## config.mk

```make
export PLATFORM = sky130hd
export DESIGN_NAME = usd_port
export DESIGN_NICKNAME = d
export VERILOG_FILES = /design/src/usd_pkg.sv /design/src/usd_fifo_if.sv /design/src/usd_fifo.sv /design/src/usd_port.sv
export SDC_FILE = /design/constraint.sdc
export NUM_CORES = 1
export LEC_CHECK = 0
export ABC_AREA = 1
export BUFFER_PORTS_ARGS = -buffer_cell sky130_fd_sc_hd__buf_2
export CAP_MARGIN = 20
export CORE_UTILIZATION = 60
export CTS_CLUSTER_SIZE = 28
export DETAILED_ROUTE_END_ITERATION = 12
export HOLD_SLACK_MARGIN = 0.02
export PLACE_DENSITY = 0.8
export SKIP_LAST_GASP = 1
export SLEW_MARGIN = 40
export SYNTH_ARGS = -nofsm -noshare
export SYNTH_HDL_FRONTEND = slang
export SYNTH_SLANG_ARGS = --single-unit
export TNS_END_PERCENT = 5
```

## constraint.sdc

```tcl
create_clock -name aclk -period 2.65 [get_ports aclk]
set_input_delay 0.265 -clock aclk [delete_from_list [all_inputs] [get_ports aclk]]
set_output_delay 0.265 -clock aclk [all_outputs]
set_load 0.005 [all_outputs]
```

## src/usd_pkg.sv

```systemverilog
/*
 * shared constants of the shadow data port: register map, fields,
 * serial timing and state encodings.
 * assumes one 50 MHz clock and a 32-bit AXI4-Lite register bus.
 */
package usd_pkg;
	localparam int unsigned CHAR_W         = 8;
	localparam int unsigned FIFO_DEPTH     = 16;
	localparam int unsigned CLKS_PER_BIT   = 16;
	localparam int unsigned IR_PULSE_NUM   = 3;
	localparam int unsigned IR_PULSE_DEN   = 16;
	localparam logic [31:0] SLOT_A_ADDR    = 32'h5000113c;
	localparam logic [31:0] SLOT_B_ADDR    = 32'h50001140;
	localparam logic [31:0] CTRL_ADDR      = 32'h50001150;
	localparam logic [31:0] LINE_STAT_ADDR = 32'h50001154;
	localparam logic [31:0] INT_STAT_ADDR  = 32'h50001158;
	localparam logic [31:0] INT_MASK_ADDR  = 32'h5000115c;
	localparam int unsigned CTRL_FIFO_EN   = 0;
	localparam int unsigned CTRL_IR_MODE   = 1;
	localparam int unsigned LS_DATA_READY  = 0;
	localparam int unsigned LS_OVERRUN     = 1;
	localparam int unsigned LS_TX_EMPTY    = 5;
	localparam int unsigned EV_RX          = 0;
	localparam int unsigned EV_OVR         = 1;
	localparam int unsigned EV_TX_EMPTY    = 2;
	localparam int unsigned EV_W           = 3;
	localparam logic [1:0]  RESP_OKAY      = 2'h0;
	localparam logic [1:0]  RESP_SLVERR    = 2'h2;
	localparam logic [1:0]  CTRL_RESET     = 2'h0;

	typedef enum logic [1:0] {
		SER_IDLE,
		SER_START,
		SER_DATA,
		SER_STOP
	} usd_ser_e;
endpackage

```

## src/usd_fifo_if.sv

```systemverilog
/*
 * carrier between the port logic and its character fifos.
 * assumes the store side keeps contents unchanged on a refused push.
 */
`timescale 1ns/100ps
`default_nettype none
interface usd_fifo_if #(
	parameter int unsigned W = 8
) ();
	logic         push;
	logic [W-1:0] wdata;
	logic         full;
	logic         pop;
	logic [W-1:0] rdata;
	logic         empty;
	logic         flush;

	modport store (input push, input wdata, input pop, input flush,
		output full, output rdata, output empty);
	modport user (output push, output wdata, output pop, output flush,
		input full, input rdata, input empty);
endinterface
`default_nettype wire

```

## src/usd_fifo.sv

```systemverilog
/*
 * flip-flop character fifo, depth and width as parameters.
 * assumes the user pops only when not empty; a push when full is dropped.
 */
`timescale 1ns/100ps
`default_nettype none
module usd_fifo #(
	parameter int unsigned W = 8,
	parameter int unsigned D = 16
) (
	input  wire logic   aclk,
	input  wire logic   aresetn,
	usd_fifo_if.store   f
);
	localparam int unsigned AW = (D > 1) ? $clog2(D) : 1;
	localparam int unsigned CW = $clog2(D + 1);

	logic [W-1:0]  mem_q [D];
	logic [AW-1:0] wr_q;
	logic [AW-1:0] rd_q;
	logic [CW-1:0] cnt_q;
	logic          do_push;
	logic          do_pop;

	// full blocks the push even with a pop in the same cycle
	assign do_push = f.push && !f.full;
	assign do_pop  = f.pop && !f.empty;
	assign f.full  = (cnt_q == CW'(D));
	assign f.empty = (cnt_q == '0);
	assign f.rdata = mem_q[rd_q];

	always_ff @(posedge aclk) begin
		if (do_push) begin
			mem_q[wr_q] <= f.wdata;
		end
	end

	always_ff @(posedge aclk) begin
		if (!aresetn || f.flush) begin
			wr_q  <= '0;
			rd_q  <= '0;
			cnt_q <= '0;
		end else begin
			if (do_push) begin
				wr_q <= (wr_q == AW'(D - 1)) ? '0 : wr_q + 1'b1;
			end
			if (do_pop) begin
				rd_q <= (rd_q == AW'(D - 1)) ? '0 : rd_q + 1'b1;
			end
			cnt_q <= cnt_q + CW'(do_push) - CW'(do_pop);
		end
	end
endmodule
`default_nettype wire

```

## src/usd_port.sv

```systemverilog
/*
 * serial port data path behind aliased shadow data slots, with
 * receiver, transmitter, line status, interrupts and an AXI4-Lite slave.
 * assumes line inputs synchronous to aclk and one master on the bus.
 */
`timescale 1ns/100ps
`default_nettype none
module usd_port #(
	parameter int unsigned FIFO_DEPTH   = usd_pkg::FIFO_DEPTH,
	parameter int unsigned CLKS_PER_BIT = usd_pkg::CLKS_PER_BIT
) (
	input  wire logic        aclk,
	input  wire logic        aresetn,
	input  wire logic [31:0] awaddr,
	input  wire logic        awvalid,
	output logic             awready,
	input  wire logic [31:0] wdata,
	input  wire logic [3:0]  wstrb,
	input  wire logic        wvalid,
	output logic             wready,
	output logic [1:0]       bresp,
	output logic             bvalid,
	input  wire logic        bready,
	input  wire logic [31:0] araddr,
	input  wire logic        arvalid,
	output logic             arready,
	output logic [31:0]      rdata,
	output logic [1:0]       rresp,
	output logic             rvalid,
	input  wire logic        rready,
	input  wire logic        serial_rx,
	input  wire logic        ir_rx,
	output logic             serial_tx,
	output logic             ir_tx_n,
	output logic             irq
);
	localparam int unsigned W  = usd_pkg::CHAR_W;
	localparam int unsigned CW = $clog2(CLKS_PER_BIT + 1);
	localparam int unsigned IR_CLKS =
		(CLKS_PER_BIT * usd_pkg::IR_PULSE_NUM) / usd_pkg::IR_PULSE_DEN;
	localparam logic [CW-1:0] BIT_LAST = CW'(CLKS_PER_BIT - 1);
	localparam logic [CW-1:0] BIT_HALF = CW'(CLKS_PER_BIT / 2);
	localparam logic [CW-1:0] IR_LEN   = CW'((IR_CLKS > 0) ? IR_CLKS : 1);

	function automatic logic is_slot(input logic [31:0] a);
		return (a == usd_pkg::SLOT_A_ADDR) || (a == usd_pkg::SLOT_B_ADDR);
	endfunction

	function automatic logic is_mapped(input logic [31:0] a);
		return is_slot(a) || (a == usd_pkg::CTRL_ADDR) ||
			(a == usd_pkg::LINE_STAT_ADDR) || (a == usd_pkg::INT_STAT_ADDR) ||
			(a == usd_pkg::INT_MASK_ADDR);
	endfunction

	usd_fifo_if #(.W(W)) rxf ();
	usd_fifo_if #(.W(W)) txf ();

	usd_fifo #(.W(W), .D(FIFO_DEPTH)) u_rx_fifo (
		.aclk    (aclk),
		.aresetn (aresetn),
		.f       (rxf)
	);
	usd_fifo #(.W(W), .D(FIFO_DEPTH)) u_tx_fifo (
		.aclk    (aclk),
		.aresetn (aresetn),
		.f       (txf)
	);

	logic [31:0]          aw_addr_q;
	logic [31:0]          w_data_q;
	logic [3:0]           w_strb_q;
	logic                 aw_have_q;
	logic                 w_have_q;
	logic                 wr_fire;
	logic                 wr_slot;
	logic                 ar_hs;
	logic                 rd_pop;
	logic [1:0]           ctrl_q;
	logic                 fifo_en;
	logic                 ir_mode;
	logic                 mode_chg;
	logic [usd_pkg::EV_W-1:0] int_stat_q;
	logic [usd_pkg::EV_W-1:0] int_mask_q;
	logic [usd_pkg::EV_W-1:0] ev;
	logic [usd_pkg::EV_W-1:0] clr;
	logic                 rx_hold_valid_q;
	logic [W-1:0]         rx_hold_q;
	logic                 data_ready;
	logic                 overrun;
	logic                 tx_hold_full_q;
	logic [W-1:0]         tx_hold_q;
	logic                 tx_empty;
	logic                 tx_empty_prev_q;
	logic                 tx_go;
	logic [31:0]          rd_word;

	assign fifo_en = ctrl_q[usd_pkg::CTRL_FIFO_EN];
	assign ir_mode = ctrl_q[usd_pkg::CTRL_IR_MODE];

	////////////////////////////////////////////////////////////////////
	// write channels: address and data taken in either order

	assign wr_fire  = aw_have_q && w_have_q && !bvalid;
	assign wr_slot  = wr_fire && is_slot(aw_addr_q) && w_strb_q[0];
	assign mode_chg = wr_fire && (aw_addr_q == usd_pkg::CTRL_ADDR) && w_strb_q[0] &&
		(w_data_q[usd_pkg::CTRL_FIFO_EN] != fifo_en);

	always_ff @(posedge aclk) begin
		if (!aresetn) begin
			awready   <= 1'b1;
			wready    <= 1'b1;
			aw_have_q <= 1'b0;
			w_have_q  <= 1'b0;
			aw_addr_q <= '0;
			w_data_q  <= '0;
			w_strb_q  <= '0;
			bvalid    <= 1'b0;
			bresp     <= usd_pkg::RESP_OKAY;
		end else begin
			if (awvalid && awready) begin
				aw_addr_q <= awaddr;
				aw_have_q <= 1'b1;
				awready   <= 1'b0;
			end
			if (wvalid && wready) begin
				w_data_q <= wdata;
				w_strb_q <= wstrb;
				w_have_q <= 1'b1;
				wready   <= 1'b0;
			end
			if (wr_fire) begin
				aw_have_q <= 1'b0;
				w_have_q  <= 1'b0;
				bvalid    <= 1'b1;
				bresp     <= is_mapped(aw_addr_q) ? usd_pkg::RESP_OKAY
					: usd_pkg::RESP_SLVERR;
			end
			if (bvalid && bready) begin
				bvalid  <= 1'b0;
				awready <= 1'b1;
				wready  <= 1'b1;
			end
		end
	end

	always_ff @(posedge aclk) begin
		if (!aresetn) begin
			ctrl_q     <= usd_pkg::CTRL_RESET;
			int_mask_q <= '0;
		end else if (wr_fire && w_strb_q[0]) begin
			if (aw_addr_q == usd_pkg::CTRL_ADDR) begin
				ctrl_q <= w_data_q[1:0];
			end
			if (aw_addr_q == usd_pkg::INT_MASK_ADDR) begin
				int_mask_q <= w_data_q[usd_pkg::EV_W-1:0];
			end
		end
	end

	////////////////////////////////////////////////////////////////////
	// read channel; a slot read consumes the received character

	assign ar_hs  = arvalid && arready;
	assign rd_pop = ar_hs && is_slot(araddr);

	always_comb begin
		rd_word = '0;
		if (is_slot(araddr)) begin
			rd_word[W-1:0] = fifo_en ? rxf.rdata : rx_hold_q;
		end else if (araddr == usd_pkg::CTRL_ADDR) begin
			rd_word[1:0] = ctrl_q;
		end else if (araddr == usd_pkg::LINE_STAT_ADDR) begin
			rd_word[usd_pkg::LS_DATA_READY] = data_ready;
			rd_word[usd_pkg::LS_OVERRUN]    = int_stat_q[usd_pkg::EV_OVR];
			rd_word[usd_pkg::LS_TX_EMPTY]   = tx_empty;
		end else if (araddr == usd_pkg::INT_STAT_ADDR) begin
			rd_word[usd_pkg::EV_W-1:0] = int_stat_q;
		end else if (araddr == usd_pkg::INT_MASK_ADDR) begin
			rd_word[usd_pkg::EV_W-1:0] = int_mask_q;
		end
	end

	always_ff @(posedge aclk) begin
		if (!aresetn) begin
			arready <= 1'b1;
			rvalid  <= 1'b0;
			rdata   <= '0;
			rresp   <= usd_pkg::RESP_OKAY;
		end else begin
			if (ar_hs) begin
				arready <= 1'b0;
				rvalid  <= 1'b1;
				rdata   <= rd_word;
				rresp   <= is_mapped(araddr) ? usd_pkg::RESP_OKAY
					: usd_pkg::RESP_SLVERR;
			end
			if (rvalid && rready) begin
				rvalid  <= 1'b0;
				arready <= 1'b1;
			end
		end
	end

	////////////////////////////////////////////////////////////////////
	// receiver

	usd_pkg::usd_ser_e rx_st_q;
	logic [CW-1:0]     rx_cnt_q;
	logic [2:0]        rx_bit_q;
	logic [W-1:0]      rx_sh_q;
	logic              rx_done_q;
	logic              rx_line;

	// ir input pulses high for a zero bit, stretched outside this block
	assign rx_line = ir_mode ? !ir_rx : serial_rx;

	always_ff @(posedge aclk) begin
		if (!aresetn) begin
			rx_st_q   <= usd_pkg::SER_IDLE;
			rx_cnt_q  <= '0;
			rx_bit_q  <= '0;
			rx_sh_q   <= '0;
			rx_done_q <= 1'b0;
		end else begin
			rx_done_q <= 1'b0;
			rx_cnt_q  <= rx_cnt_q + 1'b1;
			case (rx_st_q)
				usd_pkg::SER_IDLE: begin
					rx_cnt_q <= '0;
					if (!rx_line) begin
						rx_st_q <= usd_pkg::SER_START;
					end
				end
				usd_pkg::SER_START: begin
					if (rx_cnt_q == BIT_HALF) begin
						rx_cnt_q <= '0;
						rx_bit_q <= '0;
						rx_st_q  <= rx_line ? usd_pkg::SER_IDLE : usd_pkg::SER_DATA;
					end
				end
				usd_pkg::SER_DATA: begin
					if (rx_cnt_q == BIT_LAST) begin
						rx_cnt_q <= '0;
						rx_sh_q  <= {rx_line, rx_sh_q[W-1:1]};
						rx_bit_q <= rx_bit_q + 1'b1;
						if (rx_bit_q == 3'h7) begin
							rx_st_q <= usd_pkg::SER_STOP;
						end
					end
				end
				usd_pkg::SER_STOP: begin
					if (rx_cnt_q == BIT_LAST) begin
						rx_done_q <= 1'b1;
						rx_st_q   <= usd_pkg::SER_IDLE;
					end
				end
				default: rx_st_q <= usd_pkg::SER_IDLE;
			endcase
		end
	end

	assign rxf.push  = rx_done_q && fifo_en;
	assign rxf.wdata = rx_sh_q;
	assign rxf.pop   = rd_pop && fifo_en;
	assign rxf.flush = mode_chg;
	assign data_ready = fifo_en ? !rxf.empty : rx_hold_valid_q;
	assign overrun = rx_done_q && (fifo_en ? rxf.full
		: (rx_hold_valid_q && !rd_pop));

	always_ff @(posedge aclk) begin
		if (!aresetn) begin
			rx_hold_valid_q <= 1'b0;
			rx_hold_q       <= '0;
		end else begin
			if (rd_pop || fifo_en) begin
				rx_hold_valid_q <= 1'b0;
			end
			if (rx_done_q && !fifo_en) begin
				rx_hold_q       <= rx_sh_q;
				rx_hold_valid_q <= 1'b1;
			end
		end
	end

	////////////////////////////////////////////////////////////////////
	// transmit holding and transmitter

	usd_pkg::usd_ser_e tx_st_q;
	logic [CW-1:0]     tx_cnt_q;
	logic [2:0]        tx_bit_q;
	logic [W-1:0]      tx_sh_q;
	logic              tx_level;

	assign tx_empty  = fifo_en ? txf.empty : !tx_hold_full_q;
	assign tx_go     = (tx_st_q == usd_pkg::SER_IDLE) && !tx_empty;
	assign txf.push  = wr_slot && fifo_en;
	assign txf.wdata = w_data_q[W-1:0];
	assign txf.pop   = tx_go && fifo_en;
	assign txf.flush = mode_chg;

	always_ff @(posedge aclk) begin
		if (!aresetn) begin
			tx_hold_full_q <= 1'b0;
			tx_hold_q      <= '0;
		end else begin
			if ((tx_go && !fifo_en) || fifo_en) begin
				tx_hold_full_q <= 1'b0;
			end
			// a write wins over the transmitter taking the old byte
			if (wr_slot && !fifo_en) begin
				tx_hold_q      <= w_data_q[W-1:0];
				tx_hold_full_q <= 1'b1;
			end
		end
	end

	always_ff @(posedge aclk) begin
		if (!aresetn) begin
			tx_st_q  <= usd_pkg::SER_IDLE;
			tx_cnt_q <= '0;
			tx_bit_q <= '0;
			tx_sh_q  <= '0;
		end else begin
			tx_cnt_q <= tx_cnt_q + 1'b1;
			case (tx_st_q)
				usd_pkg::SER_IDLE: begin
					tx_cnt_q <= '0;
					if (tx_go) begin
						tx_sh_q <= fifo_en ? txf.rdata : tx_hold_q;
						tx_st_q <= usd_pkg::SER_START;
					end
				end
				usd_pkg::SER_START: begin
					if (tx_cnt_q == BIT_LAST) begin
						tx_cnt_q <= '0;
						tx_bit_q <= '0;
						tx_st_q  <= usd_pkg::SER_DATA;
					end
				end
				usd_pkg::SER_DATA: begin
					if (tx_cnt_q == BIT_LAST) begin
						tx_cnt_q <= '0;
						tx_sh_q  <= {1'b1, tx_sh_q[W-1:1]};
						tx_bit_q <= tx_bit_q + 1'b1;
						if (tx_bit_q == 3'h7) begin
							tx_st_q <= usd_pkg::SER_STOP;
						end
					end
				end
				usd_pkg::SER_STOP: begin
					if (tx_cnt_q == BIT_LAST) begin
						tx_st_q <= usd_pkg::SER_IDLE;
					end
				end
				default: tx_st_q <= usd_pkg::SER_IDLE;
			endcase
		end
	end

	always_comb begin
		case (tx_st_q)
			usd_pkg::SER_START: tx_level = 1'b0;
			usd_pkg::SER_DATA:  tx_level = tx_sh_q[0];
			default:            tx_level = 1'b1;
		endcase
	end

	// ir sends a short low pulse per zero bit; serial line then idles high
	always_ff @(posedge aclk) begin
		if (!aresetn) begin
			serial_tx <= 1'b1;
			ir_tx_n   <= 1'b1;
		end else begin
			serial_tx <= ir_mode ? 1'b1 : tx_level;
			ir_tx_n   <= !(ir_mode && !tx_level && (tx_cnt_q < IR_LEN));
		end
	end

	////////////////////////////////////////////////////////////////////
	// interrupts: sticky status, write one to clear, set wins

	assign ev[usd_pkg::EV_RX]       = rx_done_q;
	assign ev[usd_pkg::EV_OVR]      = overrun;
	assign ev[usd_pkg::EV_TX_EMPTY] = tx_empty && !tx_empty_prev_q;
	assign clr = (wr_fire && w_strb_q[0] && (aw_addr_q == usd_pkg::INT_STAT_ADDR))
		? w_data_q[usd_pkg::EV_W-1:0] : '0;

	always_ff @(posedge aclk) begin
		if (!aresetn) begin
			int_stat_q      <= '0;
			tx_empty_prev_q <= 1'b1;
			irq             <= 1'b0;
		end else begin
			int_stat_q      <= (int_stat_q & ~clr) | ev;
			tx_empty_prev_q <= tx_empty;
			irq             <= |(((int_stat_q & ~clr) | ev) & int_mask_q);
		end
	end
endmodule
`default_nettype wire

```

---- Word-level counts from Yosys, hierarchy flattened ----
Memories as Yosys holds them, arrays and structs flattened. A register that Yosys moved wholly into a read port is not among the register bits.
Index checks and enable logic that the tools add are counted.
operators by class
  bitwise logic cells ..................... 5
  $add $sub $neg .......................... 12
  $lt $le $gt $ge ......................... 1
  shift operators ......................... 0
  multiply operators ...................... 0
  multiplexer cells ....................... 66
  reductions and logical operators ........ 83
  equality and inequality tests ........... 40
  div/mod/pow operators ................... 0
operator list
  operator                                          count
  == test 32 x 31 -> 1 bit (second input constant)  12
  two-way mux 2 bit                                 17
  logical AND 1 bit                                 32
  two-way mux 4 bit                                 8
  two-way mux 8 bit                                 4
  two-way mux 3 bit                                 8
  inequality test 2 bit (second input constant)     10
  two-way mux 1 bit                                 18
  adder 4 x 1 -> 4 bit (second input constant)      4
  == test 4 bit (second input constant)             4
  one-hot mux 2 bit (4 select lines)                2
  one-hot mux 8 bit (2 select lines)                1
  == test 5 x 4 -> 1 bit (second input constant)    3
  two-way mux 5 bit                                 3
  one-hot mux 5 bit (3 select lines)                1
  zero test 1 bit                                   14
  logical OR 1 bit                                  13
  one-hot mux 3 bit (2 select lines)                2
  adder 5 x 1 -> 5 bit                              2
  adder 5 x 1 -> 5 bit (second input constant)      2
  == test 5 bit (second input constant)             2
  zero test 5 bit                                   2
  one-hot mux 5 bit (2 select lines)                1
  AND reduction 5 bit                               2
  18 further kinds                                  40
storage, ports and cells
  memories kept ........................... 2
  output and inout port bits .............. 44
  bits in latches ......................... 0
  bits of input ports ..................... 109
  bits in writable memories ............... 256
  bits in read-only memories .............. 0
  flip-flop bits (word level) ............. 153
  word-level logic and storage cells ...... 248
memory list
  memory           depth  bits a word  rd ports  clocked after Yosys merged registers in  write ports  RTL line        text
  u_rx_fifo.mem_q  16     8            1         1                                        1            usd_fifo.sv:18  logic [W-1:0] mem_q [D];
  u_tx_fifo.mem_q  16     8            1         1                                        1            usd_fifo.sv:18

---- Logic depth before layout (Yosys ltp) ----
Gate-level depths: netlist of the first run.
  word-level depth ........................ 10
  depth in mapped cells ................... 20
  gate-level depth less buffers ........... 20

---- Modules after synthesis ----
A second synthesis of the first run with hierarchy kept.
second synthesis, totals
  cells, all modules ...................... 2104
  area, all modules ....................... 18604.1 um^2
modules (own cells, without submodules)
  module    cells an instance  seq. area each (um^2)  area each (um^2)  instances
  usd_fifo  610                4184.0                 6278.5            2
  usd_port  884                2502.4                 6047.0            1

---- Worst setup path after synthesis of the first run ----
OpenSTA, ideal clock, no wires.
  kind .................................... input -> register
  from .................................... in araddr[15]
  to ...................................... reg u_rx_fifo.cnt_q[4]
  path buffers ............................ 0
  cell stages on the path ................. 18
  slack ................................... 239 ps
  data required time ...................... 2533 ps
  setup time .............................. 117 ps
  data arrival time ....................... 2294 ps
  cells stage by stage .................... or2_0 > nor2_1 > nand2_2 > nor2_1 > nand3_1 > nor2_2 > nand2_1 > nand2_1 > ha_1 > inv_1 > fa_1 > inv_1 > a21oi_1 > nor2_1 > nor2_1 > xor2_1 > inv_1 > nor2_1
on the way
  word-level cells in the longest chain between the ends .. 6
  elaborated cells on any way between the ends .. 7
  classes of those cells .................. 1 x add/sub; 2 x eq/ne; 4 x reduce/logical
ends and longest elaborated chain
  item                           RTL line         text
  start: declaration             usd_port.sv:24   input wire logic [31:0] araddr,
  == test 32 x 31 -> 1 bit       usd_port.sv:46   return (a == usd_pkg::SLOT_A_ADDR) || (a == usd_pkg::SLOT_B_ADDR);
  logical OR 1 bit (*)           usd_port.sv:46
  logical AND 1 bit (*)          usd_port.sv:164  assign rd_pop = ar_hs && is_slot(araddr);
  logical AND 1 bit (*)          usd_port.sv:264  assign rxf.pop = rd_pop && fifo_en;
  logical AND 1 bit (*)          usd_fifo.sv:27   assign do_pop = f.pop && !f.empty;
  subtractor 5 x 1 -> 5 bit (*)  usd_fifo.sv:50   cnt_q <= cnt_q + CW'(do_push) - CW'(do_pop);
  end signal: assignment         usd_fifo.sv:50
  end: declaration               usd_fifo.sv:21   logic [CW-1:0] cnt_q;
Every way passes the cells marked *; elsewhere a longest branch is shown, timed or not.
A chain may end at the register's enable or synchronous reset.

---- Final worst setup path of the first run ----
  from .................................... reg u_tx_fifo.cnt_q[2]
  to ...................................... reg u_tx_fifo.cnt_q[4]
on the way
  word-level cells in the longest chain between the ends .. 7
  elaborated cells on any way between the ends .. 12
  classes of those cells .................. 2 x add/sub; 1 x eq/ne; 1 x mux; 8 x reduce/logical
ends and longest elaborated chain
  item                           RTL line         text
  start: declaration             usd_fifo.sv:21
  start signal: assignment       usd_fifo.sv:50
  zero test 5 bit (*)            usd_fifo.sv:29   assign f.empty = (cnt_q == '0);
  two-way mux 1 bit              usd_port.sv:294  assign tx_empty = fifo_en ? txf.empty : !tx_hold_full_q;
  zero test 1 bit                usd_port.sv:295  assign tx_go = (tx_st_q == usd_pkg::SER_IDLE) && !tx_empty;
  logical AND 1 bit              usd_port.sv:295
  logical AND 1 bit              usd_port.sv:298  assign txf.pop = tx_go && fifo_en;
  logical AND 1 bit (*)          usd_fifo.sv:27
  named net u_tx_fifo.do_pop     usd_fifo.sv:23   logic do_pop;
  subtractor 5 x 1 -> 5 bit (*)  usd_fifo.sv:50
The timed path passes the listed nets; every way through them passes the cells marked *.

==> flow_summary.toml, run 1 <==
[outcome]
status = "completed"

[timing]
max_slew_margin_pct = 43.7
hold_viol = 0
rsz0062_at_grt = "true"
fin_skew_ns = 0.0104
tightest_slew_ns = 0.844
finalCriticalPeriod_ns = 2.47
setup_viol = 0
drv_slew = 0
fmax_mhz = 404
final.period_utilization_pct = 93.3

[global_route]
antenna_found_initial = 0
grt_pass1_wl_um = 65300
grt_start_max_net_pins = 79
grt_overflow_total = 0
grt_usage_pct = 26.9
first_global_vias = 13200

[placement]
finalWeightedCongestion = 0.909
dp_hpwl_um = 26200
dp_cells = 2349
portBuffers = 99

[die]
row_count = 62
die_w_um = 175
die_area_um2 = 30500
io_pins = 153
initial_core_util_pct = 61.6
core_um2 = 29000
die_h_um = 175

[clocking]
cts-htree-levels = 2
cts_buffers = 39
clock_latency_ns = 0.53
root_buffer = "clkbuf_16"
clock_sinks = 415
cts_tree = "done"
clk_pin_slew_ns = 0.06
clock_path_buffers = 3

[routing]
m1WireLength_um = 16700
highest_layer = "met4"
wirelength_um = 41200
drtIter0Drc = 1218
drc = 0
wl_per_cell_um = 16.9
vias = 13800
avgViaCountPerCell = 5.67
wl_met3_um = 3720
dr.pass1.iters = 8
wl_met2_um = 19700
drtAntennaViolNets = 0

[synth]
async_reset_ff_share_pct = 0
ys_seq_elements = 415
yosysWarnings = 0
ys.flop_type = "edfxtp_1"
avgSynthCellArea_um2 = 9.52
synth_edf_count = 256
yosysSeqAreaShare_pct = 60.8
syn_area_um2 = 17900
syn_inst = 1879
ys_types = 49

[setup_path]
arrival_ns = 2.93
start_kind = "flip-flop"
critPathMaxFanout = 2
cp_cell_sequence = "inv_1 -> ha_1 -> nand4_1 -> nand2_1 -> nor2_2 -> ha_1 -> inv_1 -> ha_1 -> fa_1 -> nand2_1 -> a21oi_1 -> or3_1 -> a21oi_1"
required_ns = 3.11
path_common_cell = "ha_1"
critPathTopFamily = "adder cells"
end_kind = "flip-flop"
max_stage_delay_ns = 0.42
path_buf_inv = 2
critPathKind = "flip-flop to flip-flop"
crit_path_top_delay_cell = "fa_1"

[cells_and_area]
diodes = 0
syn_to_final_growth_pct = 14.3
finalNetCount = 2176
fin_cells = 2441
drive_gt1_share_pct = 13.0

[power_and_ir_drop]
clkPwrFrac_pct = 40.9
internal_power_w = 0.0104
swShare_pct = 22.4
combPwrFrac_pct = 6.3
peakVddDrop_mv = 0.575
power_w = 0.0134
leakage_nw = 7.92
power_density_nw_per_um2 = 657
p_switching_w = 0.00301
pwr-share-seq_pct = 52.8

[min_path]
min_path_type = "input pin to flip-flop"

[flow_run]
drv_cap = 0
-- cell usage in the layout, fill, tap and decap left out, types with 19 or more instances in the layout --
cell / instances
nand2_1: 347
nor2_1: 259
edfxtp_1: 256
nand3_1: 159
dfxtp_1: 156
o21ai_0: 152
inv_1: 148
a21oi_1: 122
buf_2: 99
buf_4: 65
clkbuf_16: 41
ha_1: 37
conb_1: 26
dlygate4sd3_1: 21
o211ai_1: 20
nand4_1: 19
-- power by group through the flow --
stage,Sequential [W],Combinational (W),Clock (W)
2_1_floorplan,0.00718,0.000595,0
3_5_place_dp,0.00721,0.000798,0
4_1_cts,0.00707,0.000829,0.00551
6_report,0.00708,0.000847,0.00549
5_1_grt,0.00709,0.000978,0.00577
3_3_place_gp,0.00720,0.000772,0
-- sequential cells by signal, summed over array words and instances, names as in the netlist, 5 cells and up, named ones only --
register / count
tx_hold_q: 8
rx_cnt_q: 5
u_tx_fifo.mem_q: 128
rx_hold_q: 8
u_tx_fifo.cnt_q: 5
rdata: 8
tx_cnt_q: 5
u_rx_fifo.mem_q: 128
w_data_q: 8
u_rx_fifo.cnt_q: 5
aw_addr_q: 32
tx_sh_q: 8
rx_sh_q: 8
-- Yosys cell counts (5+ instances only) --
| cell type | n | area share (%) |
|---|---|---|
| buf_4 | 27 | 1.1 |
| edfxtp_1 | 256 | 43 |
| nand2_1 | 347 | 7.3 |
| nand3_1 | 159 | 4.5 |
| o221ai_1 | 9 | 0.44 |
| buf_2 | 31 | 0.87 |
| dfxtp_1 | 159 | 18 |
| nand4_1 | 19 | 0.66 |
| a21oi_1 | 122 | 3.4 |
| or2_2 | 5 | 0.17 |
| nor2_2 | 6 | 0.21 |
| o21ai_0 | 152 | 4.3 |
| inv_1 | 148 | 3.1 |
| nor3_1 | 9 | 0.25 |
| inv_2 | 6 | 0.13 |
| buf_1 | 8 | 0.17 |
| o211ai_1 | 20 | 0.84 |
| clkbuf_1 | 39 | 0.82 |
| ha_1 | 37 | 2.6 |
| xor2_1 | 9 | 0.44 |
| nor2_1 | 260 | 5.5 |
-- tightest hold or removal path, cell delays in order --
cell and delay [ns]:
buf_2 0.08, o21ai_0 0.08, nor2_1 0.08
-- worst paths after layout --
check | from | to | slack [ns] | cells after the start
max | u_tx_fifo.cnt_q[2]$_SDFF_PP0_ | u_tx_fifo.cnt_q[4]$_SDFF_PP0_ | 0.18 | 13
min | awaddr[27] | aw_addr_q[27]$_SDFFE_PN0P_ | 0.02 | 3
max reg2reg | u_tx_fifo.cnt_q[2]$_SDFF_PP0_ | u_tx_fifo.cnt_q[4]$_SDFF_PP0_ | 0.18 | 13
min reg2reg | tx_hold_q[7]$_SDFFE_PN0P_ | tx_hold_q[7]$_SDFFE_PN0P_ | 0.45 | 2
-- per-stage QoR --
| step | TNS (ns) | utilization, % | area, µm² | hold slack [ns] | worst slack [ns] |
|---|---|---|---|---|---|
| detailed placement | -0.00165 | 65.3 | 18900 | 0.439 | -0.00165 |
| CTS | 0 | 70.4 | 20400 | 0.0206 | 0.151 |
| global placement | 0 | 65.3 | 18900 | 0.436 | 0.0655 |
| finish | 0 | 70.4 | 20400 | 0.0203 | 0.176 |
| global route | -0.0150 | 70.4 | 20400 | 0.0277 | -0.0150 |
| floorplan | 0 | - | 18000 | 0.400 | 0.239 |
-- metal layers --
layer,global-route usage (%),vias up
met5,0,-
met4,8.99,0
met3,4.74,93
met2,44.8,682
met1,36.0,6468
li1,-,6602
-- layout make-up --
| class | count | area, µm² |
|---|---|---|
| Clock inverter | 17 | 123 |
| Inverter | 155 | 582 |
| Timing Repair Buffer | 188 | 1240 |
| Sequential cell | 415 | 10900 |
| Tap cell | 384 | 480 |
| Clock buffer | 53 | 1140 |
| Fill cell | 2035 | 8580 |
| Multi-Input combinational cell | 1229 | 5990 |
-- logic make-up after synthesis --
| family | synth area share [%] |
|---|---|
| compound gates | 9.96 |
| flops | 60.8 |
| fa+ha+maj | 2.81 |
| xor+xnor | 0.581 |
| buf+inv | 6.24 |
| other cells | 0.0210 |
| simple gates | 19.6 |
-- what timing repair did --
item	CTS	global route
hold endpoints to repair	21	0
buffers inserted	0	0
hold buffers	21	0
gates resized for setup	0	2
setup endpoints to repair	0	2
Power figures use the tool's default switching activity.
==> run 2, diff against run 1 <==
--- a/config.mk
+++ b/config.mk
@@ -9,6 +9,7 @@
 export BUFFER_PORTS_ARGS = -buffer_cell sky130_fd_sc_hd__buf_2
 export CAP_MARGIN = 20
 export CORE_UTILIZATION = 60
+export CTS_BUF_LIST = sky130_fd_sc_hd__clkbuf_16
 export CTS_CLUSTER_SIZE = 28
 export DETAILED_ROUTE_END_ITERATION = 12
 export HOLD_SLACK_MARGIN = 0.02
==> run 2 against run 1 <==
- cell count barely moved
- via count barely moved
- count of clock-buffer cells in the layout fell by 12
- flip-flop and latch count did not move
- total power fell by 1.7%
==> flow_summary.toml, run 2 (synthesized netlist as in run 1, its figures left out) <==
[global_route]
first_global_vias = 13300
grt_usage_pct = 26.8
antenna_found_initial = 0
grt_pass1_wl_um = 65100
grt_overflow_total = 0
grt_start_max_net_pins = 79

[timing]
setup_tns_ns = 0
final.period_utilization_pct = 93.4
fin_skew_ns = 0.0151
tightest_slew_ns = 0.853
fmax_mhz = 404
finalCriticalPeriod_ns = 2.47
max_slew_margin_pct = 43.1
setup_viol = 0
rsz0062_at_grt = "true"
hold_viol = 0
drv_slew = 0

[setup_path]
critPathKind = "flip-flop to flip-flop"
end_kind = "flip-flop"
path_common_cell = "ha_1"
start_kind = "flip-flop"
critPathMaxFanout = 2
max_stage_delay_ns = 0.42
arrival_ns = 2.93
cp_cell_sequence = "inv_1 -> ha_1 -> nand4_1 -> nand2_1 -> nor2_2 -> ha_1 -> inv_1 -> ha_1 -> fa_1 -> nand2_1 -> a21oi_1 -> or3_1 -> a21oi_1"
required_ns = 3.10
crit_path_top_delay_cell = "fa_1"

[outcome]
status = "completed"

[min_path]
min_path_type = "input pin to flip-flop"

[cells_and_area]
finish.utilization_pct = 70.1
layout_common_cells = "347 x nand2_1, 259 x nor2_1, 256 x edfxtp_1"
fin_cells = 2439
finalNetCount = 2174
largestRegisters = "u_rx_fifo.mem_q: 128 flops, u_tx_fifo.mem_q: 128 flops, aw_addr_q: 32 flops"
diodes = 0
syn_to_final_growth_pct = 13.8
layout_commonest_cell = "nand2_1"
drive_gt1_share_pct = 12.8

[clocking]
clock_latency_ns = 0.53
cts_buffers = 39
cts_setup_buffers = 0
clk_pin_slew_ns = 0.06
cts_tree = "done"
clock_sinks = 415
clock_path_buffers = 3
root_buffer = "clkbuf_16"
cts-htree-levels = 2

[placement]
portBuffers = 99
finalWeightedCongestion = 0.909
dp_hpwl_um = 26200
dp_cells = 2349

[routing]
wirelength_um = 41000
drtAntennaViolNets = 0
drc = 0
avgViaCountPerCell = 5.68
dr.pass1.iters = 5
drtIter0Drc = 1248
wl_per_cell_um = 16.8
vias = 13900

[flow_run]
drv_cap = 0

[die]
die_h_um = 175
die_w_um = 175
row_count = 62
core_um2 = 29000
die_area_um2 = 30500
initial_core_util_pct = 61.6
io_pins = 153

[power_and_ir_drop]
power_density_nw_per_um2 = 648
leakage_nw = 7.91
peakVddDrop_mv = 0.573
run 2: report_power, final:
group	total [W]	leakage, nW	switching [W]	internal [W]
Sequential	0.00708	3.33	0.000115	0.00696
Combinational	0.000842	3.95	0.000536	0.000306
Clock	0.00526	0.623	0.00235	0.00291
run 2: worst max-delay path, delay by kind of cell (launching register included):
family,cells,cell delay (ns)
AOI/OAI and AO/OA,2,0.20
adders and majority gates,4,1.07
buffers and inverters,2,0.12
DFF,1,0.31
and+or+nand+nor,5,0.69
run 2: area by class of cell:
class                           instances  area (µm²)
Inverter                              155         582
Clock inverter                         29         168
Tap cell                              384         480
Timing Repair Buffer                  186        1220
Fill cell                            2058        8670
Clock buffer                           41        1030
Multi-Input combinational cell       1229        5990
Sequential cell                       415       10900
run 2: what timing repair did:
item	4_1_cts	5_1_grt
hold buffers	19	0
endpoints found under the setup margin	0	2
gates resized for setup	0	2
endpoints found under the hold margin	19	0
run 2: final timing paths:
kind                            startpoint                             to  slack (ns)  cells past startpoint
max reg2reg  u_tx_fifo.cnt_q[2]$_SDFF_PP0_  u_tx_fifo.cnt_q[4]$_SDFF_PP0_        0.18                     13
min                             awaddr[27]     aw_addr_q[27]$_SDFFE_PN0P_        0.02                      3
max          u_tx_fifo.cnt_q[2]$_SDFF_PP0_  u_tx_fifo.cnt_q[4]$_SDFF_PP0_        0.18                     13
min reg2reg      tx_hold_q[7]$_SDFFE_PN0P_      tx_hold_q[7]$_SDFFE_PN0P_        0.45                      2
run 2: per-layer routing:
metal  global-route usage, %  routed length, µm  up-vias  share of wire (%)
met5                       0                  0        -                  0
met4                    8.99               1080        0                2.6
met3                    4.44               3730       93                9.1
met2                    44.8              19500      677                 48
met1                    35.8              16700     6492                 41
li1                        -                  -     6592                  -
run 2: through the flow:
step | area [µm²] | power, W | hold WS (ns) | worst slack (ns)
2_1_floorplan | 18000 | 0.00778 | 0.400 | 0.239
3_3_place_gp | 18900 | 0.00798 | 0.436 | 0.0655
3_5_place_dp | 18900 | 0.00801 | 0.439 | -0.00165
4_1_cts | 20300 | 0.0132 | 0.0202 | 0.150
5_1_grt | 20300 | 0.0136 | 0.0272 | -0.0150
6_report | 20300 | 0.0132 | 0.0218 | 0.176
==> run 3, diff against run 2 <==
==> constraint.sdc (replaced) <==
create_clock -name aclk -period 3.1 [get_ports aclk]
set_input_delay 0.31 -clock aclk [delete_from_list [all_inputs] [get_ports aclk]]
set_output_delay 0.31 -clock aclk [all_outputs]
set_load 0.005 [all_outputs]
==> run 3 against run 2 <==
- clock power down 9.3%
- hold slack gained 0.020 ns
- die area did not move
- fmax shrank 6.5%
- critical path depth is 4 higher
- non-clock buffer count decreased by 45
- critical path type unchanged
- sequential power shrank 15%
- largest power group unchanged
- via count shrank 2.5%
- largest cell class unchanged
- register-to-register slack better by 0.28 ns
==> flow_summary.toml, run 3 (synthesized netlist as in run 1, its figures left out) <==
[power_and_ir_drop]
clkPwrFrac_pct = 41.4
peakVddDrop_mv = 0.382
p_switching_w = 0.00254
power_w = 0.0115
power_density_nw_per_um2 = 575
pwr-share-seq_pct = 52.6
leakage_nw = 8.04
swShare_pct = 22.0
combPwrFrac_pct = 6.0
internal_power_w = 0.00898

[setup_path]
critPathMaxFanout = 7
end_kind = "flip-flop"
arrival_ns = 3.05
start_kind = "flip-flop"
critPathKind = "flip-flop to flip-flop"
required_ns = 3.51

[clocking]
clk_pin_slew_ns = 0.06
clock_latency_ns = 0.52
root_buffer = "clkbuf_16"
cts_buffers = 39
clock_sinks = 415
clock_path_buffers = 3
cts-htree-levels = 2
cts_tree = "done"

[global_route]
gr-usage-met2_pct = 44.0
antenna_found_initial = 0
grt_start_max_net_pins = 79
met3_usage_pct = 3.15
grt_usage_pct = 26.2
first_global_vias = 12700
grt_pass1_wl_um = 63800
grt.busiest_layer = "met2"
grt_overflow_total = 0
grt_util_met1_pct = 35.8

[die]
die_area_um2 = 30500
die_h_um = 175
core_um2 = 29000
io_pins = 153
die_w_um = 175
initial_core_util_pct = 61.6
row_count = 62

[routing]
avgViaCountPerCell = 5.64
wl_per_cell_um = 16.6
vias = 13500
drc = 0
wirelength_um = 39800
dr.pass1.iters = 5
drtAntennaViolNets = 0
drtIter0Drc = 1272

[cells_and_area]
syn_to_final_growth_pct = 12.1
diodes = 0
finish.utilization_pct = 69.1
layout_commonest_cell = "nand2_1"
largestRegisters = "u_rx_fifo.mem_q: 128 flops, u_tx_fifo.mem_q: 128 flops, aw_addr_q: 32 flops"
finalNetCount = 2129
layout_common_cells = "347 x nand2_1, 259 x nor2_1, 256 x edfxtp_1"
drive_gt1_share_pct = 11.6

[timing]
max_slew_margin_pct = 44.0
setup_tns_ns = 0
finalCriticalPeriod_ns = 2.65
final.period_utilization_pct = 85.3
fmax_mhz = 378
setup_ws_ns = 0.455
drv_slew = 0
hold_viol = 0
tightest_slew_ns = 0.837
setup_viol = 0
fin_skew_ns = 0.00781
rsz0062_at_grt = "false"

[min_path]
min_path_type = "input pin to flip-flop"

[placement]
finalWeightedCongestion = 0.866
portBuffers = 99
dp_slack_ns = 0.195
dp_hpwl_um = 25800

[outcome]
status = "completed"

[flow_run]
drv_cap = 0
[run 3: changes by cell type in the layout (fill, tap and decap cells not counted), moves of 3 or more]
cell	delta
inv_6	-3
dlygate4sd3_1	-18
bufinv_16	+3
inv_2	-3
buf_4	-26
inv_1	+3
[run 3: worst max-delay path: stages (launching register included)]
cell and delay, ns:
dfxtp_1 0.34, inv_1 0.06, ha_1 0.22, nand3_1 0.09, o21ai_0 0.08, inv_1 0.10
nand2_1 0.20, inv_1 0.26, ha_1 0.21, inv_1 0.06, fa_1 0.40, inv_1 0.08
a21oi_1 0.06, nor2_1 0.09, nor2_1 0.05, xor2_1 0.13, inv_1 0.05, nor2_1 0.03
[run 3: final timing paths]
| path | slack, ns | cells after the start | endpoint | from |
|---|---|---|---|---|
| worst min register to register | 0.45 | 2 | tx_hold_q[5]$_SDFFE_PN0P_ | tx_hold_q[5]$_SDFFE_PN0P_ |
| worst max-delay path | 0.45 | 17 | u_rx_fifo.cnt_q[4]$_SDFF_PP0_ | u_rx_fifo.cnt_q[2]$_SDFF_PP0_ |
| worst max register to register | 0.45 | 17 | u_rx_fifo.cnt_q[4]$_SDFF_PP0_ | u_rx_fifo.cnt_q[2]$_SDFF_PP0_ |
| worst min-delay path | 0.04 | 3 | aw_addr_q[20]$_SDFFE_PN0P_ | awaddr[20] |
[run 3: metal layers]
metal,share of wire (%),vias up
met5,0,-
met4,2.4,0
met3,8.2,83
met2,48,627
met1,41,6297
li1,-,6495
[run 3: what timing repair did]
item | 4_1_cts | 5_1_grt
hold endpoints to repair | 1 | 0
hold buffers | 1 | 0
setup buffers | 0 | 0
gates resized for setup | 0 | 0
[run 3: metrics by stage]
stage	std cells	cell area [µm²]	hold WS, ns
detailed placement	2322	18700	0.442
finish	2395	20000	0.0421
global placement	2322	18700	0.436
global route	2395	20000	0.0392
CTS	2394	20000	0.0330
floorplan	1904	18000	0.424
[run 3: final cells by class]
class	instances	area, µm²
Sequential cell	415	10900
Multi-Input combinational cell	1229	5990
Clock inverter	29	236
Clock buffer	42	1050
Timing Repair Buffer	141	823
Fill cell	2094	8980
Inverter	155	582
Tap cell	384	480
[run 3: power groups by stage]
stage	Combinational, W	Clock [W]	Sequential (W)
2_1_floorplan	0.000508	0	0.00614
3_3_place_gp	0.000652	0	0.00616
3_5_place_dp	0.000678	0	0.00617
4_1_cts	0.000682	0.00479	0.00605
5_1_grt	0.000797	0.00501	0.00607
6_report	0.000695	0.00477	0.00605
